$ cat config.mk
export PLATFORM = sky130hd
export DESIGN_NAME = dcd_decoder
export DESIGN_NICKNAME = d
export VERILOG_FILES = /design/src/pkg/dcd_pkg.sv /design/src/rtl/dcd_sat_counter.sv /design/src/rtl/dcd_decoder.sv
export SDC_FILE = /design/constraint.sdc
export NUM_CORES = 1
export LEC_CHECK = 0
export ABC_AREA = 1
export BUFFER_PORTS_ARGS = -buffer_cell sky130_fd_sc_hd__buf_2
export CORE_MARGIN = 4
export CORE_UTILIZATION = 50
export DETAILED_ROUTE_END_ITERATION = 8
export HOLD_SLACK_MARGIN = 0.1
export MAX_ROUTING_LAYER = met4
export PLACE_DENSITY = 0.73
export SYNTH_ARGS = -nofsm -noshare
export SYNTH_HDL_FRONTEND = slang
export SYNTH_SLANG_ARGS = --single-unit
export TNS_END_PERCENT = 50
$ cat constraint.sdc
create_clock -name clock_i -period 4.8 [get_ports clock_i]
set_input_delay 0.96 -clock clock_i [delete_from_list [all_inputs] [get_ports clock_i]]
set_output_delay 0.96 -clock clock_i [all_outputs]
set_load 0.03 [all_outputs]
$ cat src/pkg/dcd_pkg.sv
// constants and types shared by the debug command decoder
`default_nettype none
package dcd_pkg;
  // command codes
  localparam logic [7:0] DCD_CMD_REV = 8'h00;
  localparam logic [7:0] DCD_CMD_STATUS = 8'h02;
  localparam logic [7:0] DCD_CMD_RUNTIME = 8'h03;
  localparam logic [7:0] DCD_CMD_WR_REG = 8'h08;
  localparam logic [7:0] DCD_CMD_RD_REG = 8'h09;
  localparam logic [7:0] DCD_CMD_WR_PMEM = 8'h0A;
  localparam logic [7:0] DCD_CMD_RD_PMEM = 8'h0B;
  localparam logic [7:0] DCD_CMD_WR_DMEM = 8'h0C;
  localparam logic [7:0] DCD_CMD_RD_DMEM = 8'h0D;
  localparam logic [7:0] DCD_CMD_RD_CRC = 8'h0E;
  localparam logic [7:0] DCD_CMD_RSVD_0F = 8'h0F;
  localparam logic [7:0] DCD_CMD_STEP = 8'h10;
  localparam logic [7:0] DCD_CMD_STUFF = 8'h11;
  localparam logic [7:0] DCD_CMD_EXEC = 8'h12;
  // runtime counter
  localparam int DCD_RT_WIDTH = 16;
  localparam logic [15:0] DCD_RT_ZERO = 16'h0000;
  localparam logic [15:0] DCD_RT_MAX = 16'hFFFF;
  // response byte counts, zero values and unit steps
  localparam logic [1:0] DCD_RESP_ONE = 2'h1;
  localparam logic [1:0] DCD_RESP_TWO = 2'h2;
  localparam logic [7:0] DCD_BYTE_ZERO = 8'h00;
  localparam logic [3:0] DCD_ADDR_HI_ZERO = 4'h0;
  localparam logic [11:0] DCD_ADDR_ONE = 12'h001;
  localparam logic [7:0] DCD_COUNT_ONE = 8'h01;
  // decoder states
  typedef enum logic [2:0] {
    DCD_ST_IDLE = 3'b000,
    DCD_ST_RESP = 3'b001,
    DCD_ST_WADDR_HI = 3'b010,
    DCD_ST_WADDR_LO = 3'b011,
    DCD_ST_WCOUNT = 3'b100,
    DCD_ST_WDATA = 3'b101,
    DCD_ST_FWD = 3'b110
  } dcd_state_t;
endpackage
`default_nettype wire

$ cat src/rtl/dcd_sat_counter.sv
// saturating up counter with synchronous clear
`timescale 1ns/1ps
`default_nettype none
module dcd_sat_counter
  import dcd_pkg::*;
#(
  parameter int WIDTH = DCD_RT_WIDTH
)(
  input wire logic clock_i,
  input wire logic rst_n_i,
  input wire logic ce_i,
  input wire logic clr_i,
  input wire logic inc_i,
  output logic [WIDTH-1:0] count_o
);
  logic [WIDTH-1:0] count_q;
  logic [WIDTH-1:0] count_d;
  wire at_max = &count_q;

  // clear wins, then count up until all ones
  assign count_d = clr_i ? {WIDTH{1'b0}} :
                   (inc_i && !at_max) ? count_q + {{(WIDTH-1){1'b0}}, 1'b1} : count_q;
  assign count_o = count_q;

  // counter register
  always_ff @(posedge clock_i)
  begin
    if (!rst_n_i)
      count_q <= {WIDTH{1'b0}};
    else if (ce_i)
      count_q <= count_d;
  end
endmodule
`default_nettype wire

$ cat src/rtl/dcd_decoder.sv
// debug command decoder: gating, built-in answers and register-write filter
`timescale 1ns/1ps
`default_nettype none
module dcd_decoder
  import dcd_pkg::*;
#(
  parameter logic [15:0] REV_WORD = 16'h0100, // arbitrary revision value
  parameter logic [11:0] FLASH_LO = 12'hFF8,
  parameter logic [11:0] FLASH_HI = 12'hFFF,
  parameter logic [11:0] FLASH_CTRL = 12'hFF8,
  parameter logic [7:0] MASS_ERASE = 8'hA5
)(
  input wire logic clock_i,
  input wire logic rst_n_i,
  input wire logic ce_i,
  input wire logic rx_valid_i,
  input wire logic [7:0] rx_byte_i,
  output logic rx_ready_o,
  output logic tx_valid_o,
  output logic [7:0] tx_byte_o,
  input wire logic tx_ready_i,
  input wire logic debug_mode_i,
  input wire logic read_protect_i,
  input wire logic cpu_running_i,
  input wire logic [7:0] debug_status_byte_i,
  output logic cmd_start_o,
  output logic [7:0] cmd_code_o,
  output logic cmd_refused_o,
  output logic arg_valid_o,
  output logic [7:0] arg_byte_o,
  input wire logic cmd_done_i,
  output logic reg_wr_o,
  output logic [11:0] reg_addr_o,
  output logic [7:0] reg_data_o,
  output logic [15:0] runtime_count_o
);
  dcd_state_t state_q;
  dcd_state_t state_d;
  logic [15:0] resp_q;
  logic [15:0] resp_d;
  logic [1:0] resp_cnt_q;
  logic [1:0] resp_cnt_d;
  logic [11:0] waddr_q;
  logic [11:0] waddr_d;
  logic [7:0] wcount_q;
  logic [7:0] wcount_d;
  logic run_q;
  logic cmd_start_q;
  logic [7:0] cmd_code_q;
  logic cmd_refused_q;
  logic arg_valid_q;
  logic [7:0] arg_byte_q;
  logic reg_wr_q;
  logic [11:0] reg_addr_q;
  logic [7:0] reg_data_q;
  logic [15:0] rt_count;

  // byte handshake: no command bytes are taken while answering
  assign rx_ready_o = (state_q != DCD_ST_RESP);
  assign tx_valid_o = (state_q == DCD_ST_RESP);
  assign tx_byte_o = resp_q[15:8];
  wire take = ce_i && rx_valid_i && rx_ready_o;
  wire sent = ce_i && tx_valid_o && tx_ready_i;
  wire [7:0] code = rx_byte_i;

  // command classification
  wire is_builtin = (code == DCD_CMD_REV) || (code == DCD_CMD_STATUS) ||
                    (code == DCD_CMD_RUNTIME);
  wire need_dbg = (code >= DCD_CMD_WR_REG) && (code <= DCD_CMD_EXEC) &&
                  (code != DCD_CMD_RSVD_0F);
  wire prot_block = (code == DCD_CMD_RD_REG) || (code == DCD_CMD_WR_PMEM) ||
                    (code == DCD_CMD_RD_PMEM) || (code == DCD_CMD_WR_DMEM) ||
                    (code == DCD_CMD_STEP) || (code == DCD_CMD_STUFF) ||
                    (code == DCD_CMD_EXEC);
  wire known = is_builtin || need_dbg;
  wire allowed = known && (!need_dbg || debug_mode_i) &&
                 !(read_protect_i && prot_block);
  wire idle_take = take && (state_q == DCD_ST_IDLE);
  wire fwd_take = idle_take && allowed && !is_builtin && (code != DCD_CMD_WR_REG);

  // register-write filter under read protection
  wire in_flash = (waddr_q >= FLASH_LO) && (waddr_q <= FLASH_HI);
  wire wr_ok = !read_protect_i ||
               (in_flash && ((waddr_q != FLASH_CTRL) || (rx_byte_i == MASS_ERASE)));
  wire wdata_take = take && (state_q == DCD_ST_WDATA);

  // runtime counter restarts from zero as the program starts running
  wire run_start = cpu_running_i && !run_q;
  dcd_sat_counter #(
    .WIDTH(DCD_RT_WIDTH)
  ) u_runtime (
    .clock_i(clock_i),
    .rst_n_i(rst_n_i),
    .ce_i(ce_i),
    .clr_i(run_start),
    .inc_i(cpu_running_i),
    .count_o(rt_count)
  );
  assign runtime_count_o = rt_count;

  // sequencing of commands, arguments and answers
  always_comb
  begin
    state_d = state_q;
    resp_d = resp_q;
    resp_cnt_d = resp_cnt_q;
    waddr_d = waddr_q;
    wcount_d = wcount_q;
    unique case (state_q)
      DCD_ST_IDLE:
      begin
        if (take && allowed)
        begin
          if (code == DCD_CMD_REV)
          begin
            resp_d = REV_WORD;
            resp_cnt_d = DCD_RESP_TWO;
            state_d = DCD_ST_RESP;
          end
          else if (code == DCD_CMD_STATUS)
          begin
            resp_d = {debug_status_byte_i, DCD_BYTE_ZERO};
            resp_cnt_d = DCD_RESP_ONE;
            state_d = DCD_ST_RESP;
          end
          else if (code == DCD_CMD_RUNTIME)
          begin
            resp_d = rt_count;
            resp_cnt_d = DCD_RESP_TWO;
            state_d = DCD_ST_RESP;
          end
          else if (code == DCD_CMD_WR_REG)
            state_d = DCD_ST_WADDR_HI;
          else
            state_d = DCD_ST_FWD;
        end
      end
      DCD_ST_RESP:
      begin
        if (sent)
        begin
          resp_d = {resp_q[7:0], DCD_BYTE_ZERO};
          resp_cnt_d = resp_cnt_q - DCD_RESP_ONE;
          if (resp_cnt_q == DCD_RESP_ONE)
            state_d = DCD_ST_IDLE;
        end
      end
      DCD_ST_WADDR_HI:
      begin
        if (take)
        begin
          waddr_d = {rx_byte_i[3:0], DCD_BYTE_ZERO};
          state_d = DCD_ST_WADDR_LO;
        end
      end
      DCD_ST_WADDR_LO:
      begin
        if (take)
        begin
          waddr_d = {waddr_q[11:8], rx_byte_i};
          state_d = DCD_ST_WCOUNT;
        end
      end
      DCD_ST_WCOUNT:
      begin
        if (take)
        begin
          wcount_d = rx_byte_i;
          state_d = (rx_byte_i == DCD_BYTE_ZERO) ? DCD_ST_IDLE : DCD_ST_WDATA;
        end
      end
      DCD_ST_WDATA:
      begin
        if (take)
        begin
          waddr_d = waddr_q + DCD_ADDR_ONE;
          wcount_d = wcount_q - DCD_COUNT_ONE;
          if (wcount_q == DCD_COUNT_ONE)
            state_d = DCD_ST_IDLE;
        end
      end
      DCD_ST_FWD:
      begin
        if (ce_i && cmd_done_i)
          state_d = DCD_ST_IDLE;
      end
      default:
        state_d = DCD_ST_IDLE;
    endcase
  end

  // state and answer registers
  always_ff @(posedge clock_i)
  begin
    if (!rst_n_i)
    begin
      state_q <= DCD_ST_IDLE;
      resp_q <= DCD_RT_ZERO;
      resp_cnt_q <= DCD_RESP_ONE;
      waddr_q <= {DCD_ADDR_HI_ZERO, DCD_BYTE_ZERO};
      wcount_q <= DCD_BYTE_ZERO;
      run_q <= 1'b0;
    end
    else if (ce_i)
    begin
      state_q <= state_d;
      resp_q <= resp_d;
      resp_cnt_q <= resp_cnt_d;
      waddr_q <= waddr_d;
      wcount_q <= wcount_d;
      run_q <= cpu_running_i;
    end
  end

  // one-cycle strobes towards the executor
  always_ff @(posedge clock_i)
  begin
    if (!rst_n_i)
    begin
      cmd_start_q <= 1'b0;
      cmd_code_q <= DCD_BYTE_ZERO;
      cmd_refused_q <= 1'b0;
      arg_valid_q <= 1'b0;
      arg_byte_q <= DCD_BYTE_ZERO;
      reg_wr_q <= 1'b0;
      reg_addr_q <= {DCD_ADDR_HI_ZERO, DCD_BYTE_ZERO};
      reg_data_q <= DCD_BYTE_ZERO;
    end
    else if (ce_i)
    begin
      cmd_start_q <= fwd_take;
      cmd_code_q <= idle_take ? code : cmd_code_q;
      cmd_refused_q <= idle_take && known && !allowed;
      arg_valid_q <= take && (state_q == DCD_ST_FWD);
      arg_byte_q <= take ? rx_byte_i : arg_byte_q;
      reg_wr_q <= wdata_take && wr_ok;
      reg_addr_q <= wdata_take ? waddr_q : reg_addr_q;
      reg_data_q <= wdata_take ? rx_byte_i : reg_data_q;
    end
  end

  assign cmd_start_o = cmd_start_q;
  assign cmd_code_o = cmd_code_q;
  assign cmd_refused_o = cmd_refused_q;
  assign arg_valid_o = arg_valid_q;
  assign arg_byte_o = arg_byte_q;
  assign reg_wr_o = reg_wr_q;
  assign reg_addr_o = reg_addr_q;
  assign reg_data_o = reg_data_q;

  // checks on the decoder behaviour
  a_wr_flash_only: assert property (@(posedge clock_i) disable iff (!rst_n_i)
    reg_wr_o && $past(read_protect_i) |-> (reg_addr_o >= FLASH_LO) && (reg_addr_o <= FLASH_HI)
    && ((reg_addr_o != FLASH_CTRL) || (reg_data_o == MASS_ERASE)))
    else $error("protected write outside flash control");
  a_dbg_refuse: assert property (@(posedge clock_i) disable iff (!rst_n_i)
    idle_take && need_dbg && !debug_mode_i |=> !cmd_start_o && cmd_refused_o
    && (state_q == DCD_ST_IDLE))
    else $error("debug-only command ran outside debug mode");
  a_prot_reject: assert property (@(posedge clock_i) disable iff (!rst_n_i)
    idle_take && read_protect_i && prot_block |=> !cmd_start_o && (state_q == DCD_ST_IDLE))
    else $error("protected command not rejected");
  a_prot_allow: assert property (@(posedge clock_i) disable iff (!rst_n_i)
    idle_take && read_protect_i && debug_mode_i
    && ((code == DCD_CMD_RD_DMEM) || (code == DCD_CMD_RD_CRC))
    |=> cmd_start_o && (state_q == DCD_ST_FWD))
    else $error("data read or crc blocked by protection");
  a_no_rx_answer: assert property (@(posedge clock_i) disable iff (!rst_n_i)
    tx_valid_o |-> !rx_ready_o)
    else $error("command bytes taken while answering");
  a_rev_order: assert property (@(posedge clock_i) disable iff (!rst_n_i)
    tx_valid_o && (cmd_code_o == DCD_CMD_REV)
    |-> tx_byte_o == ((resp_cnt_q == DCD_RESP_TWO) ? REV_WORD[15:8] : REV_WORD[7:0]))
    else $error("revision bytes wrong or out of order");
  a_status_byte: assert property (@(posedge clock_i) disable iff (!rst_n_i)
    idle_take && (code == DCD_CMD_STATUS)
    |=> tx_valid_o && (tx_byte_o == $past(debug_status_byte_i)) && (resp_cnt_q == DCD_RESP_ONE))
    else $error("status answer wrong");
  a_rt_count_up: assert property (@(posedge clock_i) disable iff (!rst_n_i)
    ce_i && cpu_running_i && run_q && (rt_count != DCD_RT_MAX)
    |=> rt_count == $past(rt_count) + DCD_RT_WIDTH'(1))
    else $error("runtime counter did not advance");
  a_rt_saturate: assert property (@(posedge clock_i) disable iff (!rst_n_i)
    ce_i && run_q && (rt_count == DCD_RT_MAX) |=> rt_count == DCD_RT_MAX)
    else $error("runtime counter wrapped");
  a_rt_restart: assert property (@(posedge clock_i) disable iff (!rst_n_i)
    ce_i && run_start |=> rt_count == DCD_RT_ZERO)
    else $error("runtime counter not restarted from zero");
  a_reserved_quiet: assert property (@(posedge clock_i) disable iff (!rst_n_i)
    idle_take && !known |=> (state_q == DCD_ST_IDLE) && !tx_valid_o && !cmd_start_o
    && !cmd_refused_o)
    else $error("reserved command had an effect");
  a_rt_high_first: assert property (@(posedge clock_i) disable iff (!rst_n_i)
    idle_take && (code == DCD_CMD_RUNTIME) |=> tx_valid_o && (tx_byte_o == $past(rt_count[15:8])))
    else $error("runtime high byte not first");
endmodule
`default_nettype wire

==> results of run 1 <==
[layout make-up]
| class | instances | area (um2) |
|---|---|---|
| clock buffer | 12 | 155.1 |
| clock inverter | 4 | 26.28 |
| timing repair buffer | 92 | 465.4 |
| multi-input combinational | 508 | 2559 |
| fill | 1035 | 4202 |
| tap | 133 | 166.4 |
| sequential | 98 | 1962 |
| inverter | 75 | 284.0 |
[per-layer routing]
layer  vias to the layer above  share of wire [%]  track usage (%)
met4                         0               0.94            5.591
met5                         -                  0                -
met1                      2371                 45            33.91
met3                        10                7.3            3.967
met2                       171                 47            38.17
li1                       2538                  -                -
[kinds of logic after synthesis]
logic type	count (synthesis)	share of synthesized area (%)
buf+inv	115	10.88
flops	98	38.70
fa+ha+maj	6	1.481
compound gates	196	21.82
simple gates	302	26.43
xor+xnor	4	0.6911
[Yosys cell counts (2+ instances only)]
cell	count	area [um2]
ha_1	6	75.07
nor2_2	7	43.79
dfxtp_1	98	1962
nor3_1	14	70.07
inv_1	57	214.0
nor2_4	2	22.52
a211oi_1	13	97.59
nand3_1	48	240.2
a21oi_1	96	480.5
a31oi_1	5	31.28
xnor2_1	2	17.52
a22oi_1	3	22.52
clkbuf_1	10	37.54
nand4_1	8	50.05
inv_2	16	60.06
o21ai_1	6	30.03
buf_6	7	78.83
a21oi_2	2	17.52
nand2_2	10	62.56
nor2_1	68	255.2
o21a_1	3	22.52
buf_2	7	35.03
o22ai_1	2	12.51
nor4_1	2	12.51
a221oi_2	4	60.06
nand2_1	137	514.2
o21ai_0	56	280.3
buf_4	15	112.6
xor2_1	2	17.52
[layout by cell type, fill, tap and decap left out, types with 8 or more instances in the layout]
| master | count |
|---|---|
| nand4_1 | 8 |
| nor2_2 | 8 |
| nor3_1 | 14 |
| nand3_1 | 48 |
| dfxtp_1 | 98 |
| inv_1 | 57 |
| inv_2 | 16 |
| nand2_2 | 10 |
| nor2_1 | 67 |
| a21oi_1 | 96 |
| o21ai_0 | 56 |
| nand2_1 | 137 |
| clkbuf_8 | 11 |
| a211oi_1 | 13 |
| buf_2 | 90 |
[registers in the layout, indices dropped and copies added, names as in the netlist]
signal / flops
resp_q: 16
u_runtime.count_o: 16
reg_addr_o: 12
waddr_q: 12
arg_byte_o: 8
cmd_code_o: 8
reg_data_o: 8
wcount_q: 8
state_q: 3
resp_cnt_q: 2
arg_valid_o: 1
cmd_refused_o: 1
cmd_start_o: 1
reg_wr_o: 1
run_q: 1
[worst max-delay path: cells and delay by family]
kind / cells / cell delay, ps
buffers and inverters: 3 / 320
and+or+nand+nor: 8 / 1760
[power by group]
part           leakage, nW  switching, mW  internal, mW
Combinational         1.55          0.229        0.0845
Sequential           0.793         0.0252         0.843
Clock               0.0924          0.283         0.217
Total                 2.43          0.537          1.14
[through the flow]
step | utilization [%] | std cells | total power [mW] | hold slack (ps) | instance area (um2)
global placement | 55.36 | 906 | 1.191 | 454.5 | 5436
floorplan | - | 721 | 1.150 | 446.3 | 5070
finish | 57.21 | 922 | 1.681 | 466.6 | 5618
global route | 57.21 | 922 | 1.769 | 496.8 | 5618
detailed placement | 55.36 | 906 | 1.196 | 460.4 | 5436
CTS | 57.21 | 922 | 1.685 | 472.4 | 5618
[how the worst max path moves through the flow]
| stage | slack [ps] | cells past startpoint | end |
|---|---|---|---|
| floorplan | 2550 | 12 | resp_cnt_q[0] |
| global placement | 1760 | 11 | resp_q[12] |
| detailed placement | 1700 | 11 | resp_cnt_q[0] |
| CTS | 2090 | 11 | resp_cnt_q[0] |
| global route | 1810 | 11 | resp_q[7] |
| finish | 2020 | 11 | resp_q[7] |
==> reports/results.ini, run 1 <==
[placed_design]
hpwlAfterDp_um = 9943
place_congestion = 0.9237
numPortBuffers = 90
pre_cts_ws_ps = 1696

[global_route]
grt_pass1_vias = 4647
grt_pass1_wl_um = 22580
grt_max_degree = 51
overflow = 0
antenna_found_initial = 0
grt_use_total_pct = 24.59

[synth]
synth_area_um2 = 5070
synth_nets = 752
syn-instance-count = 721
ys_seq_area_share_pct = 38.70
syn_area_per_cell_um2 = 7.032
synth-main-ff-cell = dfxtp_1
synth_edf_count = 0
ys_ff_latch = 98
synth.distinct_cells = 44
async_reset_ff_share_pct = 0
yosysWarnings = 0

[sta]
fmax_ghz = 0.3603
slew_violations = 0
skew_ps = 10.36
setup_slack_ps = 2025
worstMarginPinSlew_ps = 1234
rsz0062_at_grt = no
relSlewSlack_pct = 17.47
min_period_over_period_pct = 57.82
setup_viol = 0
hold_viol_final = 0
min_period_ps = 2775
finalSetupTns_ps = 0

[worst_setup_path]
r2r_cells = 9
critical_path.most_common_cell = nand2_2
r2r_slack_ps = 2480
worstSetupPathType = in2reg
crit_chain = buf_2, inv_2, nand2_2, nor2_4, nand2_2, nand2_2, inv_2, nor3_4, nand3_1, nand2_1, nor2_1
critPathArrivalTime_ps = 3040
cp_slowest_cell = nor3_4
required_ps = 5060
critPathMaxStageDelay_ps = 930
cp-end-kind = flip-flop
r2r_end = resp_cnt_q[0]
r2r_start = state_q[1]
path_max_fanout = 36
cp-startpoint = rx_byte_i[6]
crit_path_start_kind = input pin

[floorplan]
die_w_um = 108.7
dieHeight_um = 108.7
initial_core_util_pct = 51.63
rows = 36
ios = 91
dieArea_um2 = 11810
fp.coreArea_um2 = 9819

[clock_tree]
htree_levels = 3
cts_tree = built
post_cts_buffers = 0
clk_pin_slew_worst_paths_ps = 90
clk_latency_ps = 360
postCtsHoldBufs = 0
clockBufferDepth = 2
cts_root_buffer = clkbuf_8
cts_buffers = 9
clock-sinks = 98
cts_resized = 0

[detailed_routing]
drtIter0Drc = 305
first_pass_iters = 5
wl_per_cell_um = 14.88
drc = 0
via_count = 5090
drtAntennaViolNets = 0
drt-total-wl_um = 13720
via_per_inst = 5.521

[min_path]
min_from = cmd_start_o
hold-path-endpoint = cmd_start_o
min_path_type = reg2reg
hold_depth = 2

[power]
vdd_drop_max_mv = 0.1707
p_leak_nw = 2.434
cellPowerDensity_nw_per_um2 = 299.2

[layout]
diodes = 0
nets = 815
drive_gt1_share_pct = 19.77
area_growth_pct = 10.81

[job]
maxCapViolCount = 0

[status]
outcome = completed

Note: power is estimated with default switching activity, not from simulation.
==> inputs of run 2 (changes only) <==
--- a/config.mk
+++ b/config.mk
@@ -5,14 +5,14 @@
 export SDC_FILE = /design/constraint.sdc
 export NUM_CORES = 1
 export LEC_CHECK = 0
-export ABC_AREA = 1
+export ABC_AREA = 0
 export BUFFER_PORTS_ARGS = -buffer_cell sky130_fd_sc_hd__buf_2
 export CORE_MARGIN = 4
 export CORE_UTILIZATION = 50
 export DETAILED_ROUTE_END_ITERATION = 8
 export HOLD_SLACK_MARGIN = 0.1
 export MAX_ROUTING_LAYER = met4
-export PLACE_DENSITY = 0.73
+export PLACE_DENSITY = 0.76
 export SYNTH_ARGS = -nofsm -noshare
 export SYNTH_HDL_FRONTEND = slang
 export SYNTH_SLANG_ARGS = --single-unit
==> constraint.sdc (replaced) <==
create_clock -name clock_i -period 2.5 [get_ports clock_i]
set_input_delay 0.5 -clock clock_i [delete_from_list [all_inputs] [get_ports clock_i]]
set_output_delay 0.5 -clock clock_i [all_outputs]
set_load 0.03 [all_outputs]
==> reports/results.ini, run 2 <==
[status]
outcome = completed  ; unchanged

[sta]
finalSetupTns_ps = 0  ; unchanged
skew_ps = 23.95  ; was 10.36 ps
fmax_ghz = 0.4683
hold_viol_final = 0  ; unchanged
rsz0062_at_grt = no  ; unchanged
min_period_ps = 2135
setup_viol = 0  ; unchanged
slew_violations = 0  ; unchanged
relSlewSlack_pct = 32.02  ; was 17.47%
worstMarginPinSlew_ps = 1013  ; was 1234 ps
min_period_over_period_pct = 85.41

[synth]
synth_area_um2 = 4908  ; was 5070 um2
yosys-top-cells-count = nand2_1, dfxtp_1, a21oi_1  ; unchanged
synth_top_cell_area_share_pct = 39.97  ; was 38.70%
yosys-top-cells-area = dfxtp_1, nand2_1, a21oi_1, nor2_1, mux2i_1  ; was dfxtp_1, nand2_1, a21oi_1, o21ai_0, nor2_1
synth_nets = 667  ; was 752
synth_top_area_cell = dfxtp_1  ; unchanged
synth.distinct_cells = 63  ; was 44
synth-main-ff-cell = dfxtp_1  ; unchanged
synth_edf_count = 0  ; unchanged
async_reset_ff_share_pct = 0  ; unchanged
ys_ff_latch = 98  ; unchanged
syn-instance-count = 636  ; was 721
syn_area_per_cell_um2 = 7.718  ; was 7.032 um2
synth.most_common_cell = nand2_1  ; unchanged
ys_seq_area_share_pct = 39.97  ; was 38.70%
yosysWarnings = 0  ; unchanged

[detailed_routing]
via_per_inst = 5.672  ; was 5.521
drc = 0  ; unchanged
via_count = 4844  ; was 5,090
drtAntennaViolNets = 0  ; unchanged
drtIter0Drc = 187  ; was 305
drt-total-wl_um = 13210  ; was 13,720 um
wl_per_cell_um = 15.47  ; was 14.88 um
first_pass_iters = 5  ; unchanged

[placed_design]
dpl.cell_count = 838  ; was 906
numPortBuffers = 90  ; unchanged
hpwlAfterDp_um = 9716  ; was 9943 um
place_congestion = 0.8930  ; was 0.9237
placed_area_um2 = 5537  ; was 5436 um2

[power]
finalPower_mw = 2.931  ; was 1.681 mW
combPwrFrac_pct = 7.8  ; was 18.7%
p_int_mw = 2.162  ; was 1.144 mW
swShare_pct = 26.21  ; was 31.94%
p_leak_nw = 2.404  ; was 2.434 nW
power.share.clock_pct = 38.0  ; was 29.7%
cellPowerDensity_nw_per_um2 = 509.6  ; was 299.2 nW/um2
p_switching_uw = 768.2  ; was 536.9 uW
vdd_drop_max_mv = 0.2948  ; was 0.1707 mV
seq_power_share_pct = 54.2  ; was 51.7%

[floorplan]
die_w_um = 107.1  ; was 108.7 um
initial_core_util_pct = 52.13  ; was 51.63%
ios = 91  ; unchanged
dieHeight_um = 107.1  ; was 108.7 um
dieArea_um2 = 11470  ; was 11,810 um2
fp.coreArea_um2 = 9415  ; was 9819 um2
rows = 35  ; was 36

[layout]
diodes = 0  ; unchanged
fillers = 844  ; was 1,035
drive_gt1_share_pct = 21.66  ; was 19.77%
mostFrequentLayoutCell = nand2_1  ; unchanged
instances_no_fill = 854  ; was 922
nets = 751  ; was 815
final_cell_mix = nand2_1, dfxtp_1, buf_2  ; was nand2_1, dfxtp_1, a21oi_1
final_core_util_pct = 61.08  ; was 57.21%
area_growth_pct = 17.16  ; was 10.81%
fin_area_um2 = 5751  ; was 5618 um2

[clock_tree]
cts_tree = built  ; unchanged
clk_latency_ps = 390  ; was 360 ps
postCtsHoldBufs = 0  ; unchanged
clock-sinks = 98  ; unchanged
htree_levels = 3  ; unchanged
cts_buffers = 9  ; unchanged
clk_pin_slew_worst_paths_ps = 100  ; was 90 ps
post_cts_buffers = 0  ; unchanged
cts_root_buffer = clkbuf_8  ; unchanged
cts_resized = 0  ; unchanged
clockBufferDepth = 2  ; unchanged

[min_path]
min_path_type = in2reg  ; was reg2reg

[worst_setup_path]
path_max_fanout = 10  ; was 36
worstSetupPathType = reg2out  ; was in2reg
cp-end-kind = output pin  ; was flip-flop
required_ps = 2000  ; was 5060 ps
crit_path_start_kind = flip-flop  ; was input pin
critPathArrivalTime_ps = 1640  ; was 3040 ps

[global_route]
grt_max_degree = 36  ; was 51
grt_pass1_vias = 4561  ; was 4,647
antenna_found_initial = 0  ; unchanged
grt_use_total_pct = 23.90  ; was 24.59%
grt_pass1_wl_um = 21690  ; was 22,580 um
overflow = 0  ; unchanged

[job]
maxCapViolCount = 0  ; unchanged

==> run 2: path summary, 6_finish.rpt <==
| path | startpoint | endpoint | slack [ps] | cells past startpoint |
|---|---|---|---|---|
| max | state_q[2] | tx_valid_o | 360 | 4 |
| min | rx_byte_i[2] | reg_data_o[2] | 440 | 3 |
| max reg2reg | u_runtime.count_o[6] | u_runtime.count_o[4] | 430 | 6 |
| min reg2reg | arg_byte_o[1] | arg_byte_o[1] | 460 | 2 |
==> run 2: cells by family (layout without fill, tap and decap cells) <==
logic type,count (synthesis),count (layout),share of synthesized area (%)
muxes,18,18,3.696
buffers and inverters,62,151,5.939
AOI/OAI and AO/OA,141,141,18.40
and+or+nand+nor,293,293,27.25
DFF,98,98,39.97
xor gates and xnor gates,18,18,3.212
adders and majority gates,6,6,1.529
==> run 2: worst max-delay path, stage by stage, from the launching register on <==
cell	delay, ps
dfxtp_1	410
nor2_1	260
nand2_1	110
inv_1	230
buf_2	260
==> run 2: stage by stage <==
step	setup slack (ps)	hold slack [ps]
after detailed placement	7.533	444.9
after global placement	72.14	440.2
after floorplan	257.2	438.0
after global routing	259.9	430.3
after CTS	369.8	421.3
final	364.8	438.9
==> run 2: power groups by stage <==
stage	sequential (mW)	clock, mW	combinational (mW)
3_3_place_gp	1.62	0	0.224
5_1_grt	1.59	1.19	0.250
2_1_floorplan	1.65	0	0.105
4_1_cts	1.59	1.13	0.228
3_5_place_dp	1.62	0	0.227
6_report	1.59	1.11	0.229
==> run 2: final cells by class <==
class                           count  area [um2]  share of cell area [%]
Multi-Input combinational cell    476        2661                   46.28
Sequential cell                    98        1962                   34.12
Timing Repair Buffer              122       703.2                   12.23
Tap cell                          129       161.4                   2.807
Clock buffer                       10       137.6                   2.393
Clock inverter                      6       76.32                   1.327
Inverter                           13       48.80                  0.8486
==> run 2: metal layers <==
layer  wire (um)  share of wire, %  track usage, %
met1        5821                44           30.66
met2        6191                47           37.94
met3         890               6.7           4.756
met4         308               2.3           7.763
met5           0                 0               -
